## config.mk

```make
export PLATFORM = sky130hd
export DESIGN_NAME = compare_capture_pin_control
export DESIGN_NICKNAME = d
export VERILOG_FILES = /design/src/inc/compare_capture_pkg.sv /design/src/hdl/level_edge_detect.sv /design/src/hdl/event_status.sv /design/src/hdl/compare_capture_pin_control.sv
export SDC_FILE = /design/constraint.sdc
export NUM_CORES = 1
export LEC_CHECK = 0
export ABC_AREA = 1
export BUFFER_PORTS_ARGS = -buffer_cell sky130_fd_sc_hd__buf_2
export CAP_MARGIN = 10
export CORE_MARGIN = 10
export CORE_UTILIZATION = 35
export CTS_CLUSTER_DIAMETER = 50
export DETAILED_ROUTE_END_ITERATION = 8
export PLACE_DENSITY_LB_ADDON = 0.08
export REMOVE_ABC_BUFFERS = 1
export SLEW_MARGIN = 20
export SYNTH_ARGS = -nofsm -noshare
export SYNTH_HDL_FRONTEND = slang
export SYNTH_SLANG_ARGS = --single-unit
```

## constraint.sdc

```tcl
create_clock -name clk_i -period 3.9 [get_ports clk_i]
set_input_delay 0.195 -clock clk_i [delete_from_list [all_inputs] [get_ports clk_i]]
set_output_delay 0.195 -clock clk_i [all_outputs]
set_load 0.1 [all_outputs]
```

## src/inc/compare_capture_pkg.sv

```systemverilog
package compare_capture_pkg;

  // wishbone geometry
  localparam int WB_DW = 32;
  localparam int WB_AW = 8;
  localparam int WB_SW = WB_DW / 8;
  localparam int BYTE_W = 8;

  // register byte offsets
  localparam logic [WB_AW-1:0] CTRL_OFS = 8'h00;
  localparam logic [WB_AW-1:0] COUNT_OFS = 8'h04;
  localparam logic [WB_AW-1:0] GRC_OFS = 8'h08;
  localparam logic [WB_AW-1:0] STAT_OFS = 8'h0c;
  localparam logic [WB_AW-1:0] MASK_OFS = 8'h10;
  localparam logic [WB_AW-1:0] PIN_OFS = 8'h14;

  // control register layout
  localparam int FLD_W = 4;
  localparam int MODE_BIT = 3;
  localparam int INIT_BIT = 2;
  localparam int ACT_HI_BIT = 1;
  localparam int ACT_LO_BIT = 0;
  localparam int BUF_BIT = 4;
  localparam int RUN_BIT = 5;

  // pin status register layout
  localparam int PIN_LVL_BIT = 0;
  localparam int PIN_OEN_BIT = 1;
  localparam int PIN_IN_BIT = 2;

  // event status / mask layout
  localparam int EV_CMP = 0;
  localparam int EV_CAP = 1;
  localparam int EV_W = 2;

  // reset values
  localparam logic [FLD_W-1:0] PIN_CTL_RST = 4'h0;
  localparam logic [EV_W-1:0] STAT_RST = 2'h0;
  localparam logic [EV_W-1:0] MASK_RST = 2'h0;

  typedef enum logic [2:0] {
    SRC_NONE,
    SRC_RISE,
    SRC_FALL,
    SRC_BOTH,
    SRC_CH4
  } cap_src_type;

  typedef enum logic [1:0] {
    OUT_OFF,
    OUT_LOW,
    OUT_HIGH,
    OUT_TOGGLE
  } out_act_type;

endpackage

```

## src/hdl/level_edge_detect.sv

```systemverilog
`timescale 1ns/1ps
module level_edge_detect
  import compare_capture_pkg::*;
#(
  parameter int WIDTH = 1
) (
  // system
  input wire logic clk_i,
  input wire logic rst_i,
  // sampled levels and their edges
  input wire logic [WIDTH-1:0] sig_i,
  output logic [WIDTH-1:0] rise_o,
  output logic [WIDTH-1:0] fall_o
);

  typedef struct packed {
    logic armed;
    logic [WIDTH-1:0] prev;
  } edge_state_type;

  edge_state_type st;
  edge_state_type next_st;

  generate
    if (WIDTH < 1) begin : g_bad_width
      $error("level_edge_detect: WIDTH must be at least 1");
    end
  endgenerate

  // armed blocks a false edge from the unknown level before reset release
  genvar i;
  generate
    for (i = 0; i < WIDTH; i++) begin : g_bit
      assign rise_o[i] = st.armed & sig_i[i] & ~st.prev[i];
      assign fall_o[i] = st.armed & ~sig_i[i] & st.prev[i];
    end
  endgenerate

  always_comb begin
    next_st = st;
    next_st.armed = 1'b1;
    next_st.prev = sig_i;
  end

  always_ff @(posedge clk_i) begin
    if (rst_i) begin
      st <= '0;
    end else begin
      st <= next_st;
    end
  end

endmodule

```

## src/hdl/event_status.sv

```systemverilog
`timescale 1ns/1ps
module event_status
  import compare_capture_pkg::*;
#(
  parameter int EVW = EV_W
) (
  // system
  input wire logic clk_i,
  input wire logic rst_i,
  // events from the block
  input wire logic [EVW-1:0] set_i,
  // software access
  input wire logic clr_wr_i,
  input wire logic mask_wr_i,
  input wire logic [EVW-1:0] wdat_i,
  // state
  output logic [EVW-1:0] status_o,
  output logic [EVW-1:0] mask_o,
  output logic irq_o
);

  typedef struct packed {
    logic [EVW-1:0] status;
    logic [EVW-1:0] mask;
    logic irq;
  } ev_state_type;

  ev_state_type st;
  ev_state_type next_st;
  logic [EVW-1:0] next_status;

  generate
    if (EVW != EV_W) begin : g_bad_width
      $error("event_status: EVW must match the event layout");
    end
  endgenerate

  // a new event beats a write-one-to-clear in the same cycle
  genvar i;
  generate
    for (i = 0; i < EVW; i++) begin : g_bit
      assign next_status[i] = set_i[i] |
        (st.status[i] & ~(clr_wr_i & wdat_i[i]));
    end
  endgenerate

  always_comb begin
    next_st = st;
    next_st.status = next_status;
    if (mask_wr_i) begin
      next_st.mask = wdat_i;
    end
    next_st.irq = |(next_st.status & next_st.mask);
  end

  always_ff @(posedge clk_i) begin
    if (rst_i) begin
      st.status <= STAT_RST;
      st.mask <= MASK_RST;
      st.irq <= 1'b0;
    end else begin
      st <= next_st;
    end
  end

  assign status_o = st.status;
  assign mask_o = st.mask;
  assign irq_o = st.irq;

endmodule

```

## src/hdl/compare_capture_pin_control.sv

```systemverilog
// Added by the designer: the Wishbone interface to the registers and the placing of the registers.
`timescale 1ns/1ps
// Notes on behaviour
// - field bit3 low: compare; bit2 initial level; low bits 00 disable pin
// - compare, low bits 01: drive pin low on counter match
// - compare, low bits 10: drive pin high on counter match
// - compare, low bits 11: invert pin level on each counter match
// - field 1000: capture on each rising pin edge
// - field 1001: capture on each falling pin edge
// - field 101x: capture on both pin edges
// - field 11xx: capture on each channel 4 count step
// - buffer mode on: no capture and no compare event at all
module compare_capture_pin_control
  import compare_capture_pkg::*;
#(
  parameter int CNT_W = 16
) (
  // system
  input wire logic clk_i,
  input wire logic rst_i,
  // wishbone slave
  input wire logic wb_cyc_i,
  input wire logic wb_stb_i,
  input wire logic wb_we_i,
  input wire logic [WB_AW-1:0] wb_adr_i,
  input wire logic [WB_SW-1:0] wb_sel_i,
  input wire logic [WB_DW-1:0] wb_dat_i,
  output logic [WB_DW-1:0] wb_dat_o,
  output logic wb_ack_o,
  // channel 3 pin c
  input wire logic ch3_pin_c_i,
  output logic ch3_pin_c_o,
  output logic ch3_pin_c_oe_n_o,
  // channel 4 count step, one cycle per count up or down
  input wire logic ch4_count_pulse_i,
  // interrupt
  output logic irq_o
);

  typedef struct packed {
    logic ack;
    logic [WB_DW-1:0] rdata;
    logic [FLD_W-1:0] pin_ctl;
    logic buf_en;
    logic run;
    logic [CNT_W-1:0] count;
    logic [CNT_W-1:0] grc;
    logic pin_level;
    logic oe_n;
  } main_state_type;

  main_state_type st;
  main_state_type next_st;

  generate
    if (CNT_W < 2 || CNT_W > WB_DW) begin : g_bad_width
      $error("compare_capture_pin_control: CNT_W out of range");
    end
  endgenerate

  function automatic logic [WB_DW-1:0] merge_bytes(
    input logic [WB_DW-1:0] old,
    input logic [WB_DW-1:0] dat,
    input logic [WB_SW-1:0] sel
  );
    logic [WB_DW-1:0] res;
    res = old;
    for (int b = 0; b < WB_SW; b++) begin
      if (sel[b]) begin
        res[b*BYTE_W +: BYTE_W] = dat[b*BYTE_W +: BYTE_W];
      end
    end
    return res;
  endfunction

  logic req;
  logic wr;
  logic hit_ctrl;
  logic hit_count;
  logic hit_grc;
  logic hit_stat;
  logic hit_mask;
  logic hit_pin;
  logic wr_ctrl;
  logic [WB_DW-1:0] ctrl_rd;
  logic [WB_DW-1:0] count_rd;
  logic [WB_DW-1:0] grc_rd;
  logic [WB_DW-1:0] stat_rd;
  logic [WB_DW-1:0] mask_rd;
  logic [WB_DW-1:0] pin_rd;
  logic [WB_DW-1:0] ctrl_w;
  logic [WB_DW-1:0] count_w;
  logic [WB_DW-1:0] grc_w;
  logic [WB_DW-1:0] rd_mux;
  cap_src_type src;
  out_act_type act;
  logic pin_rise;
  logic pin_fall;
  logic cap_trig;
  logic cap_hit;
  logic cmp_hit;
  logic [EV_W-1:0] ev_set;
  logic [EV_W-1:0] status;
  logic [EV_W-1:0] mask;
  logic irq;

  level_edge_detect #(
    .WIDTH(1)
  ) u_pin_edge (
    .clk_i(clk_i),
    .rst_i(rst_i),
    .sig_i(ch3_pin_c_i),
    .rise_o(pin_rise),
    .fall_o(pin_fall)
  );

  // writes commit on the edge where the master sees ack
  assign req = wb_cyc_i & wb_stb_i;
  assign wr = req & wb_we_i & st.ack;
  assign hit_ctrl = (wb_adr_i == CTRL_OFS);
  assign hit_count = (wb_adr_i == COUNT_OFS);
  assign hit_grc = (wb_adr_i == GRC_OFS);
  assign hit_stat = (wb_adr_i == STAT_OFS);
  assign hit_mask = (wb_adr_i == MASK_OFS);
  assign hit_pin = (wb_adr_i == PIN_OFS);
  assign wr_ctrl = wr & hit_ctrl;

  // field decode
  always_comb begin
    src = SRC_NONE;
    act = OUT_OFF;
    if (st.pin_ctl[MODE_BIT]) begin
      if (st.pin_ctl[INIT_BIT]) begin
        src = SRC_CH4;
      end else if (st.pin_ctl[ACT_HI_BIT]) begin
        src = SRC_BOTH;
      end else if (st.pin_ctl[ACT_LO_BIT]) begin
        src = SRC_FALL;
      end else begin
        src = SRC_RISE;
      end
    end else begin
      case (st.pin_ctl[ACT_HI_BIT:ACT_LO_BIT])
        2'h1: act = OUT_LOW;
        2'h2: act = OUT_HIGH;
        2'h3: act = OUT_TOGGLE;
        default: act = OUT_OFF;
      endcase
    end
  end

  always_comb begin
    case (src)
      SRC_RISE: cap_trig = pin_rise;
      SRC_FALL: cap_trig = pin_fall;
      SRC_BOTH: cap_trig = pin_rise | pin_fall;
      SRC_CH4: cap_trig = ch4_count_pulse_i;
      default: cap_trig = 1'b0;
    endcase
  end

  // buffer use of register c silences both event kinds
  assign cap_hit = cap_trig & ~st.buf_en;
  assign cmp_hit = st.run & ~st.buf_en & ~st.pin_ctl[MODE_BIT] &
    (st.count == st.grc);
  assign ev_set[EV_CMP] = cmp_hit;
  assign ev_set[EV_CAP] = cap_hit;

  always_comb begin
    ctrl_rd = '0;
    ctrl_rd[FLD_W-1:0] = st.pin_ctl;
    ctrl_rd[BUF_BIT] = st.buf_en;
    ctrl_rd[RUN_BIT] = st.run;
    count_rd = '0;
    count_rd[CNT_W-1:0] = st.count;
    grc_rd = '0;
    grc_rd[CNT_W-1:0] = st.grc;
    stat_rd = '0;
    stat_rd[EV_W-1:0] = status;
    mask_rd = '0;
    mask_rd[EV_W-1:0] = mask;
    pin_rd = '0;
    pin_rd[PIN_LVL_BIT] = st.pin_level;
    pin_rd[PIN_OEN_BIT] = st.oe_n;
    pin_rd[PIN_IN_BIT] = ch3_pin_c_i;
    ctrl_w = merge_bytes(ctrl_rd, wb_dat_i, wb_sel_i);
    count_w = merge_bytes(count_rd, wb_dat_i, wb_sel_i);
    grc_w = merge_bytes(grc_rd, wb_dat_i, wb_sel_i);
    // unmapped addresses still ack and read as zero
    rd_mux = '0;
    if (hit_ctrl) begin
      rd_mux = ctrl_rd;
    end else if (hit_count) begin
      rd_mux = count_rd;
    end else if (hit_grc) begin
      rd_mux = grc_rd;
    end else if (hit_stat) begin
      rd_mux = stat_rd;
    end else if (hit_mask) begin
      rd_mux = mask_rd;
    end else if (hit_pin) begin
      rd_mux = pin_rd;
    end
  end

  always_comb begin
    next_st = st;
    next_st.ack = req & ~st.ack;
    next_st.rdata = '0;
    if (req & ~st.ack) begin
      next_st.rdata = rd_mux;
    end
    if (st.run) begin
      next_st.count = CNT_W'(st.count + 1'b1);
    end
    if (cmp_hit) begin
      case (act)
        OUT_LOW: next_st.pin_level = 1'b0;
        OUT_HIGH: next_st.pin_level = 1'b1;
        OUT_TOGGLE: next_st.pin_level = ~st.pin_level;
        default: next_st.pin_level = st.pin_level;
      endcase
    end
    // a new compare setting reloads the initial level over any match
    if (wr_ctrl) begin
      next_st.pin_ctl = ctrl_w[FLD_W-1:0];
      next_st.buf_en = ctrl_w[BUF_BIT];
      next_st.run = ctrl_w[RUN_BIT];
      if (!ctrl_w[MODE_BIT]) begin
        next_st.pin_level = ctrl_w[INIT_BIT];
      end
    end
    if (wr & hit_count) begin
      next_st.count = count_w[CNT_W-1:0];
    end
    if (wr & hit_grc) begin
      next_st.grc = grc_w[CNT_W-1:0];
    end
    // hardware capture beats a software write of register c
    if (cap_hit) begin
      next_st.grc = st.count;
    end
    next_st.oe_n = next_st.pin_ctl[MODE_BIT] |
      ~(next_st.pin_ctl[ACT_HI_BIT] | next_st.pin_ctl[ACT_LO_BIT]);
  end

  always_ff @(posedge clk_i) begin
    if (rst_i) begin
      st <= '0;
      st.pin_ctl <= PIN_CTL_RST;
      st.oe_n <= 1'b1;
    end else begin
      st <= next_st;
    end
  end

  event_status #(
    .EVW(EV_W)
  ) u_status (
    .clk_i(clk_i),
    .rst_i(rst_i),
    .set_i(ev_set),
    .clr_wr_i(wr & hit_stat & wb_sel_i[0]),
    .mask_wr_i(wr & hit_mask & wb_sel_i[0]),
    .wdat_i(wb_dat_i[EV_W-1:0]),
    .status_o(status),
    .mask_o(mask),
    .irq_o(irq)
  );

  assign wb_ack_o = st.ack;
  assign wb_dat_o = st.rdata;
  assign ch3_pin_c_o = st.pin_level;
  assign ch3_pin_c_oe_n_o = st.oe_n;
  assign irq_o = irq;
endmodule

```

==> results of run 1 <==
[flip-flops by register name (all words and copies together) (netlist names)]
register and cells:
u_pin_edge.st 2, wb_dat_o 16, ch3_pin_c_o 1, u_status.mask_o 2, wb_ack_o 1, count_rd 16
ch3_pin_c_oe_n_o 1, ctrl_rd 6, grc_rd 16, u_status.irq_o 1, u_status.status_o 2
[worst max-delay path, cell delays in order (launching register included)]
cell and delay (ps):
dfxtp_1 360, nand4_2 220, inv_1 270, nand2_2 360, nand2_2 280, nand2_2 210, inv_1 180, nand2_1 70
a21oi_1 140
[cell type report]
type | instances | share of cell area (%)
Timing Repair Buffer | 54 | 6.53
Clock inverter | 5 | 1.36
Inverter | 64 | 5.70
Sequential cell | 64 | 30.4
Multi-Input combinational cell | 432 | 48.9
Clock buffer | 11 | 3.12
Tap cell | 136 | 4.04
[power by group]
part           leakage (µW)  switching, µW  internal, µW
Combinational       0.00130            111          19.7
Sequential         0.000516          0.682           655
Clock             0.0000973            264           296
[path summary, 6_finish.rpt]
check	end
max	count_rd[8]
max reg2reg	count_rd[8]
min reg2reg	wb_dat_o[0]
min	u_pin_edge.st[0]
[per-stage QoR]
stage / instance area, µm² / utilization, % / setup slack, ps / hold slack (ps)
global route: 4220 / 40.5 / 1450 / 128
floorplan: 3580 / - / 1360 / 264
global placement: 4030 / 38.7 / 1520 / 460
CTS: 4220 / 40.5 / 1700 / 103
finish: 4220 / 40.5 / 1740 / 116
detailed placement: 4030 / 38.7 / 1510 / 465
[kinds of logic after synthesis]
family,after synthesis,synth area share (%)
AND/OR/NAND/NOR,279,34.0
AO/OA/AOI/OAI,130,17.5
buffers and inverters,100,12.6
flip-flops,64,34.1
XOR/XNOR,6,1.40
adder cells (fa/ha/maj),1,0.333
other,1,0.0997
[Yosys cell counts]
library cell	instances	area (µm²)
nor2_2	3	18.8
inv_1	61	229
nor2_1	41	154
clkbuf_1	8	30.0
nand2_2	11	68.8
ha_1	1	12.5
nor3_4	1	16.3
nor2_4	3	33.8
buf_2	7	35.0
o21ai_0	60	300
nand4_2	1	12.5
or2_1	3	18.8
dfxtp_1	64	1280
nor2_8	1	20.0
buf_6	4	45.0
buf_4	16	120
nor3_1	8	40.0
conb_1	1	3.75
clkbuf_2	1	5.00
and3_1	1	6.26
o31ai_1	2	15.0
nand2_1	157	589
a21oi_1	55	275
nand3_1	36	180
nand4_1	6	37.5
o21bai_1	1	7.51
nor3b_1	2	15.0
xor2_1	6	52.6
o21ai_1	12	60.1
or2_0	1	6.26
nand3_4	3	52.6
nand3b_1	1	7.51
inv_2	3	11.3
[metal layers]
metal	share of wire [%]	vias up	global-route usage, %
met3	8.6	4	4.25
li1	-	1931	-
met5	0	-	0
met1	47	1694	20.8
met2	44	153	23.3
met4	0.47	0	3.57
==> summary.md, run 1 <==
| Metric | Value |
|---|---|
| Via-to-Cell Ratio | `4.94` |
| Commonest non-fill, non-tap cells in the layout | `157 x nand2_1, 64 x dfxtp_1, 61 x inv_1` |
| Pre-antenna DRT Iters | `5` |
| Placed cell count | `750` |
| 1st-iter DRT viols | `326` |
| Kind of path behind the tightest hold check | `primary input to flip-flop` |
| Layout cells sized above 1 | `14.9%` |
| CTS tree | `yes` |
| Req. time, crit path | `4170 ps` |
| CP Capture Type | `flip-flop` |
| Commonest non-fill, non-tap cell in the layout | `nand2_1` |
| Final ANT Viol Nets | `0` |
| Max Buffers Root-to-Sink | `2` |
| H-tree Lvls | `3` |
| Post-CTS Setup Bufs | `0` |
| Initial Utilization | `36.1%` |
| Synth Warn # | `0` |
| HP Start | `ch3_pin_c_i` |
| P&R area growth vs syn | `12.1%` |
| Die height | `124 µm` |
| Setup-failing EPs final | `0` |
| Die X | `124 µm` |
| Crit Path Category | `flip-flop to flip-flop` |
| R2r setup slk | `1740 ps` |
| Max-slew headroom | `between 20% and 30%` |
| Global-route wire length before repair | `18,300 µm` |
| I/O Pins | `87` |
| RR Startpoint | `wb_ack_o` |
| Final Hold Viols | `0` |
| FF/Latch Area | `0.00128 mm²` |
| Register area share after synthesis | `between 30 and 40%` |
| Post-CTS Hold Buffers | `0` |
| Clk_lat worst skew | `roughly 340 ps` |
| Num CTS Buffers | `9` |
| PwrDens | `~320 mW/mm²` |
| DRC Markers | `0` |
| Drt total wl | `roughly 12,000 µm` |
| GRT overflow | `0` |
| Peak Freq | `462 MHz` |
| Cells after synthesis | `581` |
| Vias in the first global route | `3,525` |
| Routed via count | `3,782` |
| Avg Cell Area, Syn | `6.47 µm²` |
| Post-CTS sizing | `0` |
| Minimum clock period | `2160 ps` |
| Crit path arrival time | `2440 ps` |
| Measured slew at the worst slew-check pin | `1090 ps` |
| Core Region | `0.0104 mm²` |
| RSZ-0062 raised after global routing | `false` |
| Synth Cell Area | `approximately 0.0038 mm²` |
| Post-synth cell types | `33` |
| Final estimated routing congestion in global placement | `0.839` |
| N_diodes | `0` |
| Worst clock skew | `around 10 ps` |
| Multi-input gate area | `0.00206 mm²` |
| Largest net degree at the start of global routing | `35` |
| Tcrit/Tclk final | `55.5%` |
| Crit-path max FO | `30` |
| Leakage Power | `0.00191 µW` |
| Fin Setup TNS | `0 ps` |
| Tot Pwr | `1350 µW` |
| CP Launch Type | `flip-flop` |
| Hold Crit Depth | `3` |
| Max-slew violation count | `0` |
| CTS clk-pin slew, worst paths | `70 ps` |
| Max Cap Viol | `0` |
| Row count | `37` |
| CP startpoint | `wb_ack_o` |
| Status | `completed` |
| Reg2reg path depth | `8` |
| Clock tree sinks | `64` |
| Fillers | `about 1,100` |
| Routed WL per cell | `15.3 µm` |
| Total GRT Usage | `15.3%` |
| IO Port Bufs | `52` |
| Non-Filler Instances | `between 700 and 800` |
| Peak VDD IR | `0.131 mV` |
| Root buffer cell | `clkbuf_8` |
| Initial antenna violation count | `0` |
| Die area | `0.0153 mm²` |
| Fin nets | `677` |
| Post-DP HPWL | `8570 µm` |
| Yosys reg bits | `between 60 and 70` |
(Power assumes the default switching activity.)
==> inputs of run 2 (changes only) <==
==> constraint.sdc (replaced) <==
create_clock -name clk_i -period 1.9 [get_ports clk_i]
set_input_delay 0.095 -clock clk_i [delete_from_list [all_inputs] [get_ports clk_i]]
set_output_delay 0.095 -clock clk_i [all_outputs]
set_load 0.1 [all_outputs]
==> run 2 against run 1 <==
Net effect: cell count rose by 1.7%; non-clock buffer count grew 13; global-route usage increased by 0.59 points; critical endpoint is now u_status.irq_o; first-iteration DRC count stayed put; sequential power up 110%.
==> summary.md, run 2 (synthesized netlist as in run 1, its figures left out) <==
| Metric | Value |
|---|---|
| Crit Path Category | `flip-flop to flip-flop (unchanged)` |
| PwrDens | `672 mW/mm² (was 319 mW/mm²)` |
| Routed via count | `3,822 (was 3,782)` |
| IO Port Bufs | `52 (unchanged)` |
| Max-slew violation count | `0 (unchanged)` |
| Setup-failing EPs final | `0 (unchanged)` |
| Die X | `124 µm (unchanged)` |
| CP Capture Type | `flip-flop (unchanged)` |
| CP Launch Type | `flip-flop (unchanged)` |
| Post-CTS Hold Buffers | `0 (unchanged)` |
| Initial antenna violation count | `0 (unchanged)` |
| Dpl cell area | `0.00414 mm² (was 0.00403 mm²)` |
| Hold Crit Depth | `3 (unchanged)` |
| RR Startpoint | `wb_ack_o (unchanged)` |
| Clk pwr share | `44.6% (was 41.6%)` |
| Psw | `788 µW (was 375 µW)` |
| Minimum clock period | `1740 ps (was 2160 ps)` |
| Drt total wl | `11,900 µm (was 11,700 µm)` |
| CTS tree | `yes (unchanged)` |
| Post-DP HPWL | `8810 µm (was 8570 µm)` |
| Final ANT Viol Nets | `0 (unchanged)` |
| Finished Cell Area | `0.00436 mm² (was 0.00422 mm²)` |
| Post-CTS Setup Bufs | `0 (unchanged)` |
| Peak Freq | `575 MHz (was 462 MHz)` |
| Largest net degree at the start of global routing | `30 (was 35)` |
| Crit path arrival time | `1990 ps (was 2440 ps)` |
| Commonest non-fill, non-tap cell in the layout | `nand2_1 (unchanged)` |
| Reg power frac | `46.0% (was 48.7%)` |
| Worst clock skew | `7.74 ps (was 10.4 ps)` |
| Placed cell count | `763 (was 750)` |
| Setup WS post-layout | `162 ps (was 1740 ps)` |
| Kind of path behind the tightest hold check | `primary input to flip-flop (unchanged)` |
| Row count | `37 (unchanged)` |
| Initial Utilization | `36.1% (unchanged)` |
| Routed WL per cell | `15.3 µm (about the same)` |
| Core Util, Final | `41.8% (was 40.5%)` |
| Max Buffers Root-to-Sink | `2 (unchanged)` |
| Die height | `124 µm (unchanged)` |
| N_diodes | `0 (unchanged)` |
| Req. time, crit path | `2150 ps (was 4170 ps)` |
| Fin nets | `690 (was 677)` |
| Final estimated routing congestion in global placement | `0.905 (was 0.839)` |
| Global-route wire length before repair | `19,100 µm (was 18,300 µm)` |
| Vias in the first global route | `3,553 (was 3,525)` |
| Core Region | `0.0104 mm² (unchanged)` |
| Crit-path max FO | `6 (was 30)` |
| Net Sw Frac | `26.9% (was 27.9%)` |
| Worst slack, placed | `200 ps (was 1510 ps)` |
| RSZ-0062 raised after global routing | `false (unchanged)` |
| Layout cells sized above 1 | `17.0% (was 14.9%)` |
| P&R area growth vs syn | `15.8% (was 12.1%)` |
| Gate power share | `9.4% (was 9.7%)` |
| I/O Pins | `87 (unchanged)` |
| Max-slew headroom | `57.2% (was 27.4%)` |
| DRC Markers | `0 (unchanged)` |
| Num CTS Buffers | `9 (unchanged)` |
| CP startpoint | `wb_ack_o (unchanged)` |
| Final Hold Viols | `0 (unchanged)` |
| Fillers | `1,130 (was 1,138)` |
| Reg2reg path depth | `7 (was 8)` |
| Total GRT Usage | `15.9% (was 15.3%)` |
| CTS clk-pin slew, worst paths | `70 ps (about the same)` |
| Clock tree sinks | `64 (unchanged)` |
| GRT overflow | `0 (unchanged)` |
| Max Cap Viol | `0 (unchanged)` |
| Peak VDD IR | `0.349 mV (was 0.131 mV)` |
| Root buffer cell | `clkbuf_8 (unchanged)` |
| HP Start | `ch3_pin_c_i (unchanged)` |
| Die area | `0.0153 mm² (unchanged)` |
| Leakage Power | `0.00200 µW (was 0.00191 µW)` |
| Tot Pwr | `2930 µW (was 1350 µW)` |
| Non-Filler Instances | `779 (was 766)` |
| Measured slew at the worst slew-check pin | `641 ps (was 1090 ps)` |
| Pre-antenna DRT Iters | `5 (unchanged)` |
| Tcrit/Tclk final | `91.5% (was 55.5%)` |
| Power Internal | `2140 µW (was 970 µW)` |
| 1st-iter DRT viols | `326 (unchanged)` |
| Status | `completed (unchanged)` |
| Commonest non-fill, non-tap cells in the layout | `157 x nand2_1, 64 x dfxtp_1, 60 x inv_1, 60 x o21ai_0, 55 x a21oi_1 (was 157 x nand2_1, 64 x dfxtp_1, 61 x inv_1)` |
| Via-to-Cell Ratio | `4.91 (was 4.94)` |
| Clk_lat worst skew | `360 ps (was 340 ps)` |
| H-tree Lvls | `3 (unchanged)` |
==> run 2: cell count changes in the layout (fill, tap and decap cells not counted) <==
cell | before | now
inv_1 | 61 | 60
clkinv_2 | 2 | 1
buf_4 | 2 | 14
clkbuf_1 | 2 | 1
clkbuf_8 | 9 | 13
inv_2 | 3 | 4
buf_12 | 0 | 1
clkinv_4 | 2 | 0
==> run 2: worst max-delay path: stages, from the launching register on <==
cell and delay, ps:
dfxtp_1 360, nand4_2 240, nor2_1 400, nand3_1 150, o21ai_0 250, nand2_1 100
nand2_1 80, nand2_1 50
==> run 2: layout make-up <==
type	count	area, µm²	area share [%]
Multi-Input combinational cell	432	2060	47.3
Sequential cell	64	1280	29.4
Timing Repair Buffer	67	385	8.85
Inverter	64	240	5.52
Clock buffer	14	183	4.19
Tap cell	136	170	3.91
Clock inverter	2	35.0	0.804
==> run 2: stage by stage <==
stage / TNS, ps / hold slack (ps)
after CTS: 0 / 6.39
after detailed placement: 0 / 376
after global placement: 0 / 358
after floorplan: -15120 / 164
after global routing: 0 / 60.7
final: 0 / 17.8
==> run 2: what timing repair did <==
action	CTS	global route
endpoints found under the hold margin	0	0
resized for setup	0	1
endpoints found under the setup margin	0	2
==> run 2: routing by layer <==
| layer | share of wire, % | routed length, µm | global-route usage (%) | vias up |
|---|---|---|---|---|
| met5 | 0 | 0 | 0 | - |
| met4 | 1.6 | 196 | 4.95 | 0 |
| met3 | 8.9 | 1060 | 4.03 | 17 |
| met2 | 40 | 4800 | 22.6 | 143 |
| met1 | 49 | 5830 | 22.8 | 1702 |
| li1 | - | - | - | 1960 |
==> run 2: power by group through the flow <==
stage               Clock, µW  Sequential (µW)  Combinational (µW)
finish                   1300             1350                 275
global route             1390             1350                 288
CTS                      1340             1350                 273
detailed placement          0             1380                 273
global placement            0             1380                 272
floorplan                   0             1380                 183
==> run 2: worst paths after layout <==
kind | endpoint | slack [ps]
worst max-delay path | u_status.irq_o | 160
worst min-delay path | u_pin_edge.st[0] | 20
worst max register to register | u_status.irq_o | 160
worst min register to register | wb_dat_o[11] | 480
==> inputs of run 3 (changes only) <==
--- a/config.mk
+++ b/config.mk
@@ -12,6 +12,7 @@
 export CORE_UTILIZATION = 35
 export CTS_CLUSTER_DIAMETER = 50
 export DETAILED_ROUTE_END_ITERATION = 8
+export GPL_TIMING_DRIVEN = 0
 export PLACE_DENSITY_LB_ADDON = 0.08
 export REMOVE_ABC_BUFFERS = 1
 export SLEW_MARGIN = 20
==> run 3 against run 2 <==
Net effect: cell count fell by 1.7%; sequential share of layout area rose by 0.18 points; critical endpoint is now count_rd[10]; combinational power fell by 1%; power rose by 2.8%; clock power rose by 7%; via count fell by 0.26%; setup slack improved by 8.4 ps; design area fell by 0.40%; die area did not move.
==> summary.md, run 3 (synthesized netlist as in run 1, its figures left out) <==
| Metric | Value |
|---|---|
| Initial Utilization | `36.1% (unchanged)` |
| Peak Freq | `578 MHz (was 575 MHz)` |
| Finished Cell Area | `0.00434 mm² (was 0.00436 mm²)` |
| Final hold slack | `21.1 ps (was 17.8 ps)` |
| Req. time, crit path | `2170 ps (was 2150 ps)` |
| Via-to-Cell Ratio | `4.98 (was 4.91)` |
| Pre-antenna DRT Iters | `5 (unchanged)` |
| Max-slew violation count | `0 (unchanged)` |
| IO Port Bufs | `52 (unchanged)` |
| Max-slew headroom | `27.3% (was 57.2%)` |
| Crit Path Category | `flip-flop to flip-flop (unchanged)` |
| Reg power frac | `44.7% (was 46.0%)` |
| Fin Setup TNS | `0 ps (unchanged)` |
| CTS clk-pin slew, worst paths | `80 ps (was 70 ps)` |
| Psw | `774 µW (was 788 µW)` |
| Final Hold Viols | `0 (unchanged)` |
| Row count | `37 (unchanged)` |
| CP Launch Type | `flip-flop (unchanged)` |
| Fillers | `1,153 (was 1,130)` |
| Die area | `0.0153 mm² (unchanged)` |
| Routed WL per cell | `15.4 µm (was 15.3 µm)` |
| Commonest non-fill, non-tap cell in the layout | `nand2_1 (unchanged)` |
| Routed via count | `3,812 (was 3,822)` |
| Total GRT Usage | `15.4% (was 15.9%)` |
| Kind of path behind the tightest hold check | `primary input to flip-flop (unchanged)` |
| Die height | `124 µm (unchanged)` |
| Peak VDD IR | `0.443 mV (was 0.349 mV)` |
| 1st-iter DRT viols | `351 (was 326)` |
| H-tree Lvls | `3 (unchanged)` |
| Largest net degree at the start of global routing | `35 (was 30)` |
| Final estimated routing congestion in global placement | `0.833 (was 0.905)` |
| Power Internal | `2230 µW (was 2140 µW)` |
| Clk pwr share | `46.3% (was 44.6%)` |
| Net Sw Frac | `25.7% (was 26.9%)` |
| Clk_lat worst skew | `340 ps (was 360 ps)` |
| Clock tree sinks | `64 (unchanged)` |
| Vias in the first global route | `3,474 (was 3,553)` |
| Crit path arrival time | `2000 ps (was 1990 ps)` |
| Setup-failing EPs final | `0 (unchanged)` |
| Hold endpoint | `u_pin_edge.st[0] (unchanged)` |
| Layout cells sized above 1 | `16.5% (was 17.0%)` |
| Num CTS Buffers | `9 (unchanged)` |
| Max Cap Viol | `0 (unchanged)` |
| Fin nets | `677 (was 690)` |
| HP Start | `ch3_pin_c_i (unchanged)` |
| Hold Crit Depth | `3 (unchanged)` |
| Minimum clock period | `1730 ps (was 1740 ps)` |
| Tcrit/Tclk final | `91.0% (was 91.5%)` |
| Measured slew at the worst slew-check pin | `1090 ps (was 641 ps)` |
| Post-DP HPWL | `8490 µm (was 8810 µm)` |
| N_diodes | `0 (unchanged)` |
| Post-CTS Hold Buffers | `0 (unchanged)` |
| CP Capture Type | `flip-flop (unchanged)` |
| Dpl cell area | `0.00401 mm² (was 0.00414 mm²)` |
| Final ANT Viol Nets | `0 (unchanged)` |
| Gate power share | `9.0% (was 9.4%)` |
| I/O Pins | `87 (unchanged)` |
| R2R Path End | `count_rd[10] (was u_status.irq_o)` |
| Status | `completed (unchanged)` |
| P&R area growth vs syn | `15.3% (was 15.8%)` |
| Root buffer cell | `clkbuf_8 (unchanged)` |
| GRT overflow | `0 (unchanged)` |
| Initial antenna violation count | `0 (unchanged)` |
| Leakage Power | `0.00193 µW (was 0.00200 µW)` |
| Max Buffers Root-to-Sink | `2 (unchanged)` |
| PwrDens | `693 mW/mm² (was 672 mW/mm²)` |
| Crit-path max FO | `30 (was 6)` |
| Reg2reg path depth | `8 (was 7)` |
| DRC Markers | `0 (unchanged)` |
| RR Startpoint | `wb_ack_o (unchanged)` |
| Core Region | `0.0104 mm² (unchanged)` |
| Drt total wl | `11,800 µm (was 11,900 µm)` |
| Commonest non-fill, non-tap cells in the layout | `156 x nand2_1, 62 x dfxtp_1, 60 x o21ai_0 (was 157 x nand2_1, 64 x dfxtp_1, 60 x inv_1, 60 x o21ai_0, 55 x a21oi_1)` |
| Worst clock skew | `9.68 ps (was 7.74 ps)` |
| R2r setup slk | `170 ps (was 160 ps)` |
| Global-route wire length before repair | `18,500 µm (was 19,100 µm)` |
| CTS tree | `yes (unchanged)` |
| Die X | `124 µm (unchanged)` |
==> run 3: how the worst max path moves through the flow <==
stage                           from      endpoint  slack [ps]  cells past startpoint
after floorplan             wb_ack_o   count_rd[8]        -640                      8
after global placement    ctrl_rd[0]     grc_rd[7]        -560                     11
after detailed placement  ctrl_rd[0]     grc_rd[7]        -550                     11
after CTS                   wb_ack_o  count_rd[10]         -40                      8
after global routing        wb_ack_o   count_rd[8]          -2                      8
final                       wb_ack_o  count_rd[10]         170                      8
==> run 3: power groups by stage <==
stage                     Combinational [µW]  Sequential (µW)  Clock, µW
after floorplan                          183             1380          0
after global placement                   264             1380          0
after detailed placement                 265             1380          0
after CTS                                266             1340       1430
after global routing                     286             1350       1490
final                                    271             1350       1390
==> run 3: what timing repair did <==
| action | 4_1_cts | 5_1_grt |
|---|---|---|
| resized for setup | 5 | 13 |
| setup endpoints to repair | 33 | 44 |
| buffers inserted | 2 | 0 |
| pin swaps | 0 | 0 |
==> run 3: layout make-up <==
cell class	count	area (µm²)	area share, %
Inverter	64	246	5.68
Clock buffer	14	173	3.98
Tap cell	136	170	3.92
Timing Repair Buffer	54	275	6.35
Clock inverter	2	60.1	1.38
Multi-Input combinational cell	432	2130	49.1
Sequential cell	64	1280	29.6
==> run 3: critical path: stages (launching register included) <==
cell and delay [ps]:
dfxtp_1 400, nand4_4 190, inv_4 170, nand2_8 150
nand2_4 150, nand2_2 180, inv_1 190, nand2_1 70
a21oi_1 140
==> run 3: layer usage <==
layer | vias up | GRT usage, % | routed length, µm
li1 | 1930 | - | -
met1 | 1751 | 21.4 | 5640
met2 | 121 | 23.2 | 5110
met3 | 10 | 3.85 | 930
met4 | 0 | 3.86 | 119
met5 | - | 0 | 0
==> run 3: through the flow <==
| step | utilization, % | setup slack [ps] | std cells | power, µW |
|---|---|---|---|---|
| final | 41.6 | 170 | 766 | 3010 |
| after global routing | 41.6 | -1.68 | 766 | 3120 |
| after CTS | 41.0 | -35.4 | 766 | 3040 |
| after detailed placement | 38.5 | -547 | 748 | 1640 |
| after global placement | 38.5 | -558 | 748 | 1640 |
| after floorplan | - | -636 | 560 | 1570 |
